### config.mk
export PLATFORM = sky130hd
export DESIGN_NAME = srw_top
export DESIGN_NICKNAME = d
export VERILOG_FILES = /design/src/logic/srw_pkg.sv /design/src/logic/srw_top.sv
export SDC_FILE = /design/constraint.sdc
export NUM_CORES = 1
export LEC_CHECK = 0
export BUFFER_PORTS_ARGS = -buffer_cell sky130_fd_sc_hd__buf_2
export CAP_MARGIN = 20
export CORE_MARGIN = 2
export CORE_UTILIZATION = 40
export CTS_CLUSTER_DIAMETER = 120
export DETAILED_ROUTE_END_ITERATION = 16
export SYNTH_ARGS = -nofsm -noshare
export SYNTH_HDL_FRONTEND = slang
export SYNTH_SLANG_ARGS = --single-unit
### constraint.sdc
create_clock -name i_ref_clk -period 2.3 [get_ports i_ref_clk]
set_input_delay 0 -clock i_ref_clk [delete_from_list [all_inputs] [get_ports i_ref_clk]]
set_output_delay 0 -clock i_ref_clk [all_outputs]
set_load 0.005 [all_outputs]
### src/logic/srw_pkg.sv
/*
 * Constants, types and decode functions of the supervisor reset/watchdog block.
 * Assumes a single 40 MHz clock and a 1 ms enable tick derived from it.
 */
// Contract
// - After power-up reset is held for 50, 200, 400 or 800 ms as the delay field selects.
// - The power-on delay field comes out of reset at code 01, the 200 ms hold.
// - The watchdog period field selects 1.4 s, 200 ms, 25 ms or off for codes 00 to 11.
// - The watchdog period field comes out of reset at code 11, watchdog off.
// - A watchdog expiry at period code 00 or 01 asserts reset for about 200 ms.
// - A watchdog expiry at period code 10 asserts reset for about 25 ms.
// - Each nonvolatile write is a self-timed cycle from its stop, done within 10 ms; a stop arriving while a cycle is busy is ignored and starts none.
// - Manual reset pulses shorter than 50 ns are ignored.
// - Reset follows a manual reset activation no sooner than 500 ns.
// - On power-down the low supply warning comes first and reset about 500 ns later.
// - Reset is asserted within 5 us of the primary supply trip being seen.
// - Pulses shorter than 50 ns on the serial bus inputs are suppressed.
`default_nettype none
package srw_pkg;
  // clock
  localparam int unsigned CLK_HZ = 40_000_000;
  localparam int unsigned CLK_NS = 25;
  localparam int unsigned MS_CYC = CLK_HZ / 1000;
  // short times in ns, counts in cycles
  localparam int unsigned FILT_NS = 50;
  localparam int unsigned FILT_CYC = (FILT_NS + CLK_NS - 1) / CLK_NS;
  localparam int unsigned DLY_NS = 500;
  localparam int unsigned DLY_CYC = (DLY_NS + CLK_NS - 1) / CLK_NS;
  localparam int unsigned TRIP_MAX_NS = 5000;
  localparam int unsigned TRIP_MAX_CYC = TRIP_MAX_NS / CLK_NS;
  // long times in ms, counted in 1 ms ticks
  localparam int unsigned POR_MS_00 = 50;
  localparam int unsigned POR_MS_01 = 200;
  localparam int unsigned POR_MS_10 = 400;
  localparam int unsigned POR_MS_11 = 800;
  localparam int unsigned WD_MS_00 = 1400; // 1.4 s
  localparam int unsigned WD_MS_01 = 200;
  localparam int unsigned WD_MS_10 = 25;
  localparam int unsigned WDR_LONG_MS = 200;
  localparam int unsigned WDR_SHORT_MS = 25;
  localparam int unsigned NV_WC_TYP_MS = 5;
  localparam int unsigned NV_WC_MAX_MS = 10;
  // field codes
  localparam logic [1:0] POR_SEL_DFLT = 2'h1;
  localparam logic [1:0] WD_SEL_SHORT = 2'h2;
  localparam logic [1:0] WD_SEL_OFF = 2'h3;
  // register byte offsets
  localparam logic [11:0] ADDR_CTRL = 12'h000;
  localparam logic [11:0] ADDR_STAT = 12'h004;
  localparam logic [11:0] ADDR_INTS = 12'h008;
  localparam logic [11:0] ADDR_INTM = 12'h00C;

  typedef struct packed {
    logic [1:0] wdog_period_sel; // bits 3:2, hi/lo
    logic [1:0] por_delay_sel;   // bits 1:0, hi/lo
  } srw_ctrl_s;

  typedef struct packed {
    logic nv_done;    // bit 3
    logic low_supply; // bit 2
    logic manual_rst; // bit 1
    logic wdog_tmo;   // bit 0
  } srw_evt_s;

  localparam srw_ctrl_s CTRL_RST = '{wdog_period_sel: WD_SEL_OFF, por_delay_sel: POR_SEL_DFLT};

  typedef enum logic [1:0] {
    ST_HOLD = 2'b00,
    ST_RUN = 2'b01,
    ST_WDRST = 2'b10
  } srw_state_e;

  function automatic logic [11:0] srw_por_ms(input logic [1:0] sel);
    unique case (sel)
      2'h0: srw_por_ms = 12'(POR_MS_00);
      2'h1: srw_por_ms = 12'(POR_MS_01);
      2'h2: srw_por_ms = 12'(POR_MS_10);
      2'h3: srw_por_ms = 12'(POR_MS_11);
    endcase
  endfunction : srw_por_ms

  function automatic logic [11:0] srw_wd_ms(input logic [1:0] sel);
    unique case (sel)
      2'h0: srw_wd_ms = 12'(WD_MS_00);
      2'h1: srw_wd_ms = 12'(WD_MS_01);
      2'h2: srw_wd_ms = 12'(WD_MS_10);
      2'h3: srw_wd_ms = 12'h000;
    endcase
  endfunction : srw_wd_ms

  function automatic logic [11:0] srw_wdr_ms(input logic [1:0] sel);
    srw_wdr_ms = (sel == WD_SEL_SHORT) ? 12'(WDR_SHORT_MS) : 12'(WDR_LONG_MS);
  endfunction : srw_wdr_ms
endpackage : srw_pkg
`default_nettype wire

### src/logic/srw_top.sv
/*
 * Reset timing and watchdog of a supply supervisor, with an APB register file.
 * Assumes pins are asynchronous to i_ref_clk; i_nv_write_stop is a one-cycle
 * pulse on i_ref_clk from the serial engine at the stop ending a write.
 */
`default_nettype none
module srw_top #(
  parameter int unsigned P_MS_CYC = srw_pkg::MS_CYC
) (
  // clock and reset
  input wire logic i_ref_clk,
  input wire logic i_rst,
  // apb slave
  input wire logic i_psel,
  input wire logic i_penable,
  input wire logic i_pwrite,
  input wire logic [11:0] i_paddr,
  input wire logic [31:0] i_pwdata,
  output logic [31:0] o_prdata,
  output logic o_pready,
  output logic o_pslverr,
  // supervisor pins
  input wire logic i_primary_trip_level,
  input wire logic i_manual_reset_in,
  input wire logic i_wdog_restart,
  // serial bus side
  input wire logic i_scl,
  input wire logic i_sda,
  input wire logic i_nv_write_stop,
  // outputs
  output logic o_sys_reset,
  output logic o_low_supply_warning,
  output logic o_nv_write_busy,
  output logic o_scl_filt,
  output logic o_sda_filt,
  output logic o_irq
);

  localparam logic [1:0] FC_MAX = 2'(srw_pkg::FILT_CYC);
  localparam logic [4:0] DLY_MAX = 5'(srw_pkg::DLY_CYC);
  localparam logic [3:0] NV_MS = 4'(srw_pkg::NV_WC_TYP_MS);
  localparam logic [15:0] PRE_MAX = 16'(P_MS_CYC - 1);

  //////////////////////////////////////////////////////////////////////////////
  // pin synchronisers
  logic [4:0] pin_w;
  logic [4:0] syn1_r;
  logic [4:0] syn2_r;
  assign pin_w = {i_sda, i_scl, i_wdog_restart, i_manual_reset_in, i_primary_trip_level};

  always_ff @(posedge i_ref_clk or posedge i_rst) begin
    if (i_rst) begin
      syn1_r <= 5'h00;
      syn2_r <= 5'h00;
    end else begin
      syn1_r <= pin_w;
      syn2_r <= syn1_r;
    end
  end

  //////////////////////////////////////////////////////////////////////////////
  // glitch filters: manual reset, scl, sda
  logic [2:0] flt_in;
  logic [2:0] flt_w;
  assign flt_in = {syn2_r[4], syn2_r[3], syn2_r[1]};

  for (genvar g = 0; g < 3; g++) begin : g_flt
    logic [1:0] fc_r;
    logic [1:0] fc_nxt;
    logic fv_r;
    logic fv_nxt;
    // flips only after the new level is seen on FC_MAX+1 samples
    always_comb begin
      fc_nxt = 2'h0;
      fv_nxt = fv_r;
      if (flt_in[g] != fv_r) begin
        if (fc_r == FC_MAX) begin
          fv_nxt = flt_in[g];
        end else begin
          fc_nxt = fc_r + 2'h1;
        end
      end
    end
    always_ff @(posedge i_ref_clk or posedge i_rst) begin
      if (i_rst) begin
        fc_r <= 2'h0;
        fv_r <= 1'b0;
      end else begin
        fc_r <= fc_nxt;
        fv_r <= fv_nxt;
      end
    end
    assign flt_w[g] = fv_r;
  end

  logic trip;
  logic mr_f;
  assign trip = syn2_r[0];
  assign mr_f = flt_w[0];
  assign o_scl_filt = flt_w[1];
  assign o_sda_filt = flt_w[2];

  //////////////////////////////////////////////////////////////////////////////
  // reset sequencer, watchdog and write-cycle timer
  srw_pkg::srw_ctrl_s ctrl_r;
  srw_pkg::srw_state_e st_r, st_nxt;
  logic [11:0] ms_r, ms_nxt;
  logic [15:0] pre_r, pre_nxt;
  logic [4:0] pend_r, pend_nxt;
  logic [3:0] nv_r, nv_nxt;
  logic nvb_r, nvb_nxt;
  logic rst_r, rst_nxt;
  logic low_r, low_nxt;
  logic rs_d_r, mr_d_r, trip_d_r;
  logic tick, hard_src, hard, rs_evt;
  srw_pkg::srw_evt_s evt;

  assign tick = (pre_r == PRE_MAX);
  assign rs_evt = syn2_r[2] && !rs_d_r;

  always_comb begin
    st_nxt = st_r;
    ms_nxt = tick ? ms_r + 12'h001 : ms_r;
    pre_nxt = tick ? 16'h0000 : pre_r + 16'h0001;
    pend_nxt = pend_r;
    nv_nxt = nv_r;
    nvb_nxt = nvb_r;
    evt = '0;
    evt.manual_rst = mr_f && !mr_d_r;
    evt.low_supply = trip && !trip_d_r;
    hard_src = trip || mr_f;
    // common 500 ns delay from trip or manual reset to reset
    if (!hard_src) begin
      pend_nxt = 5'h00;
    end else if (pend_r != DLY_MAX) begin
      pend_nxt = pend_r + 5'h01;
    end
    hard = hard_src && (pend_r == DLY_MAX);
    if (hard) begin
      st_nxt = srw_pkg::ST_HOLD;
      ms_nxt = 12'h000;
    end else begin
      unique case (st_r)
        srw_pkg::ST_HOLD: begin
          if (ms_r == srw_pkg::srw_por_ms(ctrl_r.por_delay_sel)) begin
            st_nxt = srw_pkg::ST_RUN;
            ms_nxt = 12'h000;
          end
        end
        srw_pkg::ST_RUN: begin
          if (ctrl_r.wdog_period_sel == srw_pkg::WD_SEL_OFF || rs_evt) begin
            ms_nxt = 12'h000;
          end else if (ms_r == srw_pkg::srw_wd_ms(ctrl_r.wdog_period_sel)) begin
            evt.wdog_tmo = 1'b1;
            st_nxt = srw_pkg::ST_WDRST;
            ms_nxt = 12'h000;
          end
        end
        srw_pkg::ST_WDRST: begin
          if (ms_r == srw_pkg::srw_wdr_ms(ctrl_r.wdog_period_sel)) begin
            st_nxt = srw_pkg::ST_RUN;
            ms_nxt = 12'h000;
          end
        end
        default: begin
          st_nxt = srw_pkg::ST_HOLD;
          ms_nxt = 12'h000;
        end
      endcase
    end
    // realign the ms tick on every state entry
    if (st_nxt != st_r) begin
      pre_nxt = 16'h0000;
    end
    // write cycle; a stop while busy is ignored
    if (nvb_r) begin
      if (tick) begin
        nv_nxt = nv_r + 4'h1;
      end
      if (nv_r == NV_MS) begin
        nvb_nxt = 1'b0;
        nv_nxt = 4'h0;
        evt.nv_done = 1'b1;
      end
    end else if (i_nv_write_stop) begin
      nvb_nxt = 1'b1;
      nv_nxt = 4'h0;
    end
    rst_nxt = (st_nxt != srw_pkg::ST_RUN);
    low_nxt = trip;
  end

  always_ff @(posedge i_ref_clk or posedge i_rst) begin
    if (i_rst) begin
      st_r <= srw_pkg::ST_HOLD;
      ms_r <= 12'h000;
      pre_r <= 16'h0000;
      pend_r <= 5'h00;
      nv_r <= 4'h0;
      nvb_r <= 1'b0;
      rst_r <= 1'b1;
      low_r <= 1'b0;
      rs_d_r <= 1'b0;
      mr_d_r <= 1'b0;
      trip_d_r <= 1'b0;
    end else begin
      st_r <= st_nxt;
      ms_r <= ms_nxt;
      pre_r <= pre_nxt;
      pend_r <= pend_nxt;
      nv_r <= nv_nxt;
      nvb_r <= nvb_nxt;
      rst_r <= rst_nxt;
      low_r <= low_nxt;
      rs_d_r <= syn2_r[2];
      mr_d_r <= mr_f;
      trip_d_r <= trip;
    end
  end

  assign o_sys_reset = rst_r;
  assign o_low_supply_warning = low_r;
  assign o_nv_write_busy = nvb_r;

  //////////////////////////////////////////////////////////////////////////////
  // apb registers and interrupt
  srw_pkg::srw_ctrl_s ctrl_nxt;
  logic [3:0] ists_r, ists_nxt;
  logic [3:0] imsk_r, imsk_nxt;
  logic [31:0] prdata_r, prdata_nxt;
  logic pready_r, pready_nxt;
  logic pslverr_r, pslverr_nxt;
  logic irq_r, irq_nxt;
  logic setup, wr, hit;

  always_comb begin
    setup = i_psel && !i_penable;
    wr = i_psel && i_penable && i_pwrite && pready_r;
    hit = 1'b1;
    prdata_nxt = prdata_r;
    unique case (i_paddr)
      srw_pkg::ADDR_CTRL: prdata_nxt = {28'h0000000, ctrl_r};
      srw_pkg::ADDR_STAT: prdata_nxt = {28'h0000000, mr_f, nvb_r, low_r, rst_r};
      srw_pkg::ADDR_INTS: prdata_nxt = {28'h0000000, ists_r};
      srw_pkg::ADDR_INTM: prdata_nxt = {28'h0000000, imsk_r};
      default: begin
        prdata_nxt = 32'h00000000;
        hit = 1'b0;
      end
    endcase
    if (!setup) begin
      prdata_nxt = prdata_r;
    end
    pready_nxt = setup;
    pslverr_nxt = setup && !hit;
    ctrl_nxt = ctrl_r;
    imsk_nxt = imsk_r;
    ists_nxt = ists_r;
    if (wr && i_paddr == srw_pkg::ADDR_CTRL) begin
      ctrl_nxt = i_pwdata[3:0];
    end
    if (wr && i_paddr == srw_pkg::ADDR_INTM) begin
      imsk_nxt = i_pwdata[3:0];
    end
    if (wr && i_paddr == srw_pkg::ADDR_INTS) begin
      ists_nxt = ists_r & ~i_pwdata[3:0];
    end
    // a new event beats a clear in the same cycle
    ists_nxt = ists_nxt | evt;
    irq_nxt = |(ists_nxt & imsk_nxt);
  end

  always_ff @(posedge i_ref_clk or posedge i_rst) begin
    if (i_rst) begin
      ctrl_r <= srw_pkg::CTRL_RST;
      ists_r <= 4'h0;
      imsk_r <= 4'h0;
      prdata_r <= 32'h00000000;
      pready_r <= 1'b0;
      pslverr_r <= 1'b0;
      irq_r <= 1'b0;
    end else begin
      ctrl_r <= ctrl_nxt;
      ists_r <= ists_nxt;
      imsk_r <= imsk_nxt;
      prdata_r <= prdata_nxt;
      pready_r <= pready_nxt;
      pslverr_r <= pslverr_nxt;
      irq_r <= irq_nxt;
    end
  end

  assign o_prdata = prdata_r;
  assign o_pready = pready_r;
  assign o_pslverr = pslverr_r;
  assign o_irq = irq_r;

  //////////////////////////////////////////////////////////////////////////////
  // checks
  localparam int DLY_D = srw_pkg::DLY_CYC;
  localparam int TRIP_D = srw_pkg::TRIP_MAX_CYC - 4;
endmodule : srw_top
`default_nettype wire

# Word-level counts from Yosys, hierarchy flattened
# Cells that the tools add are included.
# classes
n_addsub,7
eq_ne,28
muxes,48
bitwise_logic,4
n_reduce_logical,30
# ops
op,n
two-way mux 12 bit,11
case mux 12 bit (4 select lines),2
case mux 12 bit (3 select lines),1
two-way mux 16 bit,2
equality test 12 bit,2
equality test 12 x 4 -> 1 bit (second input constant),2
two-way mux 4 bit,6
two-way mux 2 bit,11
adder 16 x 1 -> 16 bit (second input constant),1
equality test 16 bit (second input constant),1
equality test 2 bit (second input constant),8
case mux 4 bit (4 select lines),1
adder 12 x 1 -> 12 bit (second input constant),1
equality test 12 x 3 -> 1 bit (second input constant),1
equality test 12 x 8 -> 1 bit,1
logical AND 1 bit,12
zero test 12 bit,1
two-way mux 1 bit,10
two-way mux 5 bit,2
bitwise AND 4 bit,2
two-way mux 8 bit,1
AND reduction 2 bit,4
OR reduction 4 bit,2
adder 2 x 1 -> 2 bit (second input constant),3
17 further kinds,29
# word_totals
reg_bits,110
output_inout_bits,40

# Logic depth before layout (Yosys ltp)
# Gate-level depths: netlist (run 1).
# depth
word_depth,14
ltp_mapped,9
ltp_nobuf,8

# Worst setup path after synthesis (run 1)
# OpenSTA, ideal clock, no wires.
# synth_timing
path_type,register to register
from,reg ctrl_r[3] in the netlist's numbering
to,reg ms_r[10]
t_arrival_ns,2.213
slack_ns,-0.034
stages_incl_launch_ff,9
path_cell_list,dfstp_2 buf_2 nand2b_1 or4b_1 a2111oi_4 a32oi_1 a22oi_2 buf_2 nor2_1
# synth_between
elab_chain_cells,10
word_cells_on_any_way,17
# synth_rtl
item,line_no,source
"start, declared",srw_top.sv:105,srw_pkg::srw_ctrl_s ctrl_r;
"start signal, assigned",srw_top.sv:275,ctrl_r <= srw_pkg::CTRL_RST;
"start signal, assigned",srw_top.sv:283,ctrl_r <= ctrl_nxt;
equality test 2 bit (tied with other cells),"srw_pkg.sv:83, srw_top.sv:151",
case mux 12 bit (4 select lines),srw_pkg.sv:83,unique case (sel)
two-way mux 12 bit,srw_top.sv:151,if (ctrl_r.wdog_period_sel == srw_pkg::WD_SEL_OFF || rs_evt) begin
two-way mux 12 bit,srw_top.sv:143,unique case (st_r)
two-way mux 12 bit,srw_top.sv:139,if (hard) begin
equality test 12 bit,srw_top.sv:153,end else if (ms_r == srw_pkg::srw_wd_ms(ctrl_r.wdog_period_sel)) begin
two-way mux 12 bit,srw_top.sv:153,
two-way mux 12 bit,srw_top.sv:151,
case mux 12 bit (3 select lines) *,srw_top.sv:143,
two-way mux 12 bit *,srw_top.sv:139,
net ms_nxt[10],srw_top.sv:107,"logic [11:0] ms_r, ms_nxt;"
"end signal, assigned",srw_top.sv:208,ms_r <= ms_nxt;
"end, declared",srw_top.sv:107,
# Mark *: on every way through the listed nets, which the timed path passes. The rest lies on a longest branch. The select of a mux whose other input is x is not followed.
# A chain may end at the register's enable or synchronous reset.

# Worst setup path in the final report (run 1)
# layout_timing
from,reg ctrl_r[3] in the netlist's numbering
to,reg ms_r[0]
# Same word-level chain as after synthesis.

==> summary.md, run 1 <==
| Metric | Value |
|---|---|
| Synth Instances | 426 |
| FFs w/ async S/R, synth | 100% |
| Netlist cell types | 65 |
| CTS Root Buffer Type | clkbuf_8 |
| Tightest Pin Transition | 619 ps |
| CTS Sinks | 82 |
| XOR/XNOR share of the synthesized area | 6.76% |
| Mux cell area share after synthesis | 4.54% |
| ANT cells | 0 |
| Reg2reg start | ctrl_r[3] |
| CTS tree | built |
| Sequential-to-total area share from yosys stat | 46.7% |
| Most frequent cells in the layout | dfrtp_1, buf_2, nand2_1 |
| Hold WC Path Type | in -> reg |
| Shortest period the worst path allows | 2350 ps |
| Req. time, crit path | 2560 ps |
| Overflow after GRT | 0 |
| First-pass GRT wire length | 15100 um |
| Yosys warnings | 0 |
| Gr usage total | 16.3% |
| Unrepaired setup endpoints after global routing | yes |
| Die W | 109 um |
| Largest net degree at the start of global routing | 37 |
| Initial DRT Pass Iterations | 4 |
| Detailed-placement wirelength estimate | 6440 um |
| Post-synthesis compound-gate area fraction | 9.09% |
| Final count of pins violating max slew | 0 |
| CP Capture Point | ms_r[0] |
| Setup CP Type | reg -> reg |
| Drt drc | 0 |
| CP Launch Type | flip-flop |
| Vias in the first global route | 3153 |
| Final Util | 50.0% |
| Critical path arrival | 2610 ps |
| Failing checks | negative setup slack |
| Die area | 11900 sq um |
| Max Root-Sink Buffers | 2 |
| Hold Path Stages | 4 |
| Static leakage | 2.43 nW |
| Max Cap Viol | 0 |
| Wirelength per Cell | 14.2 um |
| Multi-input gate area | 2270 sq um |
| Register area | 2060 sq um |
| Area grow syn2layout | 22.5% |
| Place WS | 6.39 ps |
| Setup crit end kind | flip-flop |
| Row count | 38 |
| Fin Hold WS | 52.0 ps |
| Die Y | 109 um |
| Critical R2R Capture | ms_r[0] |
| Detailed Route WL | 9290 um |
| CTS clock-pin slew for the worst setup and hold paths | 90 ps |
| Final setup margin | -51.8 ps |
| Port Buf Inserts | 38 |
| Worst vdd ir | 0.485 mV |
| Core ar. | 10800 sq um |
| Post-synth EDFFs | 0 |
| Final-report setup violation count | 28 |
| Peak Freq | 425 MHz |
| Slew HR | 58.7% |
| Worst-Skew Late Latency | 370 ps |
| Fin crit share | 102% |
| Initial DRC count | 131 |
| Layout Nets | 574 |
| ANT nets after route | 0 |
| CP startpoint | ctrl_r[3] |
| Worst-case reg-to-reg path depth | 8 |
| Final hold violations | 0 |
| Synth Cell Area | 4410 sq um |
| Share of layout cells above drive strength 1 | 29.0% |
| Initial core utilization | 40.8% |
| Via density | 5.06 |
| RePlAce Congestion | 0.852 |
| Worst Skew | 8.18 ps |
| Vias | 3309 |
| Simple-gate share of the synthesized area | 22.7% |
| Crit-path max FO | 6 |
| PwrDens | 633 nW/um^2 |
| Dominant synthesized flop cell | dfrtp_1 |
| Commonest non-fill, non-tap cell in the layout | dfrtp_1 |
| Top Ports | 95 |
| Fillers | 982 |
| H-tree depth | 3 |
| R2r setup slk | -50 ps |
| Flip-flop and latch count after synthesis | 82 |
| Num CTS Buffers | 9 |
| Outcome | finished, violations left |
| Main combinational cell family by area after synthesis | simple AND/OR/NAND/NOR gates |
| Initial antenna violation count | 0 |
| Average size of a mapped cell | 10.3 sq um |
| Area share of fa/ha/maj cells after synthesis | 2.84% |
-- flip-flops by register name, summed over array words and instances (netlist names), 2 cells and up --
register	flops
ms_r	12
ctrl_r	4
o_prdata	4
ists_r	4
pre_r	16
imsk_r	4
pend_r	5
syn2_r	5
g_flt.fc_r	6
nv_r	4
syn1_r	5
st_r	2
-- power breakdown --
part	internal [mW]	switching [mW]
Combinational	0.241	0.229
Sequential	1.60	0.131
Clock	0.632	0.576
Total	2.48	0.936
-- synthesized netlist by cell type (6+ instances only) --
cell      number  area, sq um
ha_1          10          125
nand4_1        8         50.1
o21ai_0       13         65.1
inv_1         13         48.8
xor2_1        16          140
xnor2_1       18          158
nor3b_1        6         45.0
a21oi_1       13         65.1
buf_4         28          210
mux2_2         8         90.1
nand3_1       18         90.1
nor2_1        43          161
nand2b_1       6         37.5
dfrtp_1       78         1950
nand2_1       35          131
nor2b_1       10         62.6
nor3_1        11         55.1
-- layout make-up --
class,instances,share of cell area (%)
Clock inverter,7,1.95
Multi-Input combinational cell,320,42.0
Timing Repair Buffer,83,11.5
Sequential cell,82,38.1
Clock buffer,9,2.30
Inverter,13,0.928
Tap cell,140,3.25
-- what timing repair did --
| item | CTS | global route |
|---|---|---|
| buffers inserted | 1 | 5 |
| resized for setup | 0 | 38 |
| hold buffers | 13 | 0 |
| pin swaps | 0 | 22 |
| endpoints found under the setup margin | 3 | 31 |
| hold endpoints to repair | 56 | 0 |
| gates cloned | 0 | 2 |
-- worst min path at each step --
| stage | startpoint | endpoint |
|---|---|---|
| after floorplan | i_primary_trip_level | syn1_r[0] |
| after global placement | i_rst | o_sda_filt |
| after detailed placement | i_rst | o_sda_filt |
| after CTS | i_paddr[5] | o_pslverr |
| after global routing | i_paddr[5] | o_pslverr |
| final | i_penable | o_prdata[2] |
-- layer usage --
layer  share of wire (%)  wire length [um]  GRT usage [%]
met1                  45              4150           20.8
met2                  49              4550           26.4
met3                 4.5               414           4.30
met4                 2.0               183           5.95
met5                   0                 0              0
-- cell families after synthesis --
family | Yosys count
simple gates | 179
flops | 82
compound gates | 55
buf+inv | 51
xor+xnor | 34
mux | 14
fa+ha+maj | 10
other cells | 1
-- per-stage QoR --
stage	area, sq um	total power, mW	setup TNS (ps)	cells
after floorplan	4510	2.10	0	453
after global placement	4810	2.19	0	617
after detailed placement	4810	2.22	0	617
after CTS	5170	3.46	0	647
after global routing	5400	3.61	-2630	654
final	5400	3.41	-636	654
-- worst max-delay path: stages (launching register included) --
cell and delay (ps):
dfstp_2 560, nand2b_4 60, or4b_4 520, a2111oi_4 430
a32oi_2 120, a22oi_2 220, buf_6 140, clkbuf_16 160
nor2_2 40
Power figures use the tool's default switching activity.
==> run 2, diff against run 1 <==
==> constraint.sdc (replaced) <==
create_clock -name i_ref_clk -period 2.3 [get_ports i_ref_clk]
set_input_delay 0.46 -clock i_ref_clk [delete_from_list [all_inputs] [get_ports i_ref_clk]]
set_output_delay 0.46 -clock i_ref_clk [all_outputs]
set_load 0.005 [all_outputs]
==> run 2 against run 1 <==
Compared with the run above: the run now ends clean; combinational power decreased by 4.5%; first-iteration DRC count grew 2.3%; count of clock-buffer cells in the layout increased by 2; flip-flop and latch count is the same; final area down 2.4%.
==> summary.md, run 2 (synthesized netlist as in run 1, its figures left out) <==
| Metric | Value |
|---|---|
| Outcome | finished, final reports clean |
| Commonest non-fill, non-tap cell in the layout | dfrtp_1 |
| Shortest period the worst path allows | 2290 ps (-63.4 ps) |
| Place WS | -154 ps (-160 ps) |
| ANT cells | 0 (unchanged) |
| Fin crit share | 99.5% (-2.8 points) |
| Top reg by flops | pre_r |
| Die Y | 109 um (unchanged) |
| CTS Root Buffer Type | clkbuf_8 |
| Max reg flops | 16 (unchanged) |
| Gr usage total | 15.7% (-0.51 points) |
| Detailed Route WL | 8880 um (-4.4%) |
| Vias | 3273 (-1.1%) |
| PwrDens | 614 nW/um^2 (-3.0%) |
| Max Root-Sink Buffers | 2 (unchanged) |
| Fillers | 987 (+0.51%) |
| Final-report setup violation count | 0 (-100%) |
| CTS tree | built |
| Overflow after GRT | 0 (unchanged) |
| Max Cap Viol | 0 (unchanged) |
| Die area | 11900 sq um (unchanged) |
| Row count | 38 (unchanged) |
| Worst-Skew Late Latency | 360 ps (about the same) |
| Final setup margin | 11.6 ps (+63.4 ps) |
| Static leakage | 2.41 nW (-0.79%) |
| Via density | 5.04 (-0.33%) |
| Core ar. | 10800 sq um (unchanged) |
| Critical path arrival | 2540 ps (-70 ps) |
| Peak Freq | 437 MHz (+2.8%) |
| Setup CP Type | reg -> reg |
| Setup crit end kind | flip-flop |
| Initial DRC count | 134 (+2.3%) |
| H-tree depth | 3 (unchanged) |
| Share of layout cells above drive strength 1 | 28.9% (-0.11 points) |
| Num CTS Buffers | 9 (unchanged) |
| CP Launch Type | flip-flop |
| Layout Nets | 569 (-0.87%) |
| Crit-path max FO | 6 (unchanged) |
| First-pass GRT wire length | 14700 um (-2.6%) |
| Detailed-placement wirelength estimate | 6170 um (-4.2%) |
| Final hold violations | 0 (unchanged) |
| Inst Count DP | 625 (+1.3%) |
| Final Non-Filler Cells | 649 (-0.76%) |
| CTS Sinks | 82 (unchanged) |
| Die W | 109 um (unchanged) |
| Initial antenna violation count | 0 (unchanged) |
| ANT nets after route | 0 (unchanged) |
| Vias in the first global route | 3156 (+0.095%) |
| Port Buf Inserts | 38 (unchanged) |
| Largest net degree at the start of global routing | 83 (+120%) |
| Hold buffer count at CTS | 0 (-13) |
| Unrepaired setup endpoints after global routing | yes |
| Worst Skew | 11.2 ps (+3.00 ps) |
| Initial core utilization | 40.8% (unchanged) |
| Largest regs | pre_r: 16 flops, ms_r: 12 flops, g_flt.fc_r: 6 flops |
| Req. time, crit path | 2550 ps (about the same) |
| Fin Hold WS | 208 ps (+156 ps) |
| Final Util | 48.8% (-1.2 points) |
| Final count of pins violating max slew | 0 (unchanged) |
| Initial DRT Pass Iterations | 5 (+1) |
| Setup TNS | 0 ps (+636 ps) |
| Most frequent cells in the layout | dfrtp_1, buf_2, nor2_1 |
| CTS clock-pin slew for the worst setup and hold paths | 90 ps (about the same) |
| Wirelength per Cell | 13.7 um (-3.7%) |
| Worst-case reg-to-reg path depth | 9 (+1) |
| Top Ports | 95 (unchanged) |
| RePlAce Congestion | 0.884 (+3.7%) |
| Hold WC Path Type | in -> async |
| Worst vdd ir | 0.488 mV (+0.75%) |
| Drt drc | 0 (unchanged) |
| Area grow syn2layout | 19.5% |
run 2: per-stage QoR:
step	instance area [sq um]	power, mW
final	5270	3.23
after global routing	5270	3.44
after CTS	5110	3.29
after detailed placement	4880	2.23
after global placement	4880	2.20
after floorplan	4510	2.10
run 2: repair_timing:
item                       4_1_cts  5_1_grt
pin swaps                        2        9
gates resized for setup          4       19
setup endpoints to repair       12       30
buffers inserted                 1        6
cloned                           0        1
run 2: worst paths after layout:
path | slack, ps | from | to
setup / recovery | 10 | ctrl_r[3] | ms_r[11]
hold / removal | 210 | i_rst | syn2_r[4]
setup reg to reg | 10 | ctrl_r[3] | ms_r[11]
hold reg to reg | 350 | syn1_r[0] | syn2_r[0]
max in group asynchronous | 1720 | i_rst | ctrl_r[3]
min in group i_ref_clk | 210 | i_manual_reset_in | syn1_r[1]
run 2: worst max-delay path, cell delays in order, from the launching register on:
cell and delay, ps:
dfstp_2 570, nand2b_4 60, or4b_4 490, a2111oi_4 290, buf_4 200, a32oi_4 60, a22oi_2 190, buf_6 140
clkbuf_16 130, nor2_1 40
run 2: final cells by class:
| class | instances | area (sq um) | area share [%] |
|---|---|---|---|
| tap | 140 | 175 | 3.33 |
| timing repair buffer | 78 | 566 | 10.7 |
| clock buffer | 11 | 131 | 2.50 |
| multi-input combinational | 320 | 2220 | 42.1 |
| clock inverter | 5 | 63.8 | 1.21 |
| sequential | 82 | 2060 | 39.1 |
| inverter | 13 | 52.6 | 0.998 |
run 2: per-layer routing:
layer,global-route usage [%],up-vias,wire (um)
met1,20.4,1600,4000
met4,5.86,0,70
met5,0,-,0
met3,3.95,6,448
li1,-,1593,-
met2,25.5,74,4360
run 2: power breakdown:
| group | internal, mW | total, mW | switching, mW | leakage [nW] |
|---|---|---|---|---|
| Combinational | 0.228 | 0.449 | 0.221 | 1.28 |
| Clock | 0.510 | 1.04 | 0.534 | 0.0941 |
| Sequential | 1.60 | 1.74 | 0.133 | 1.04 |
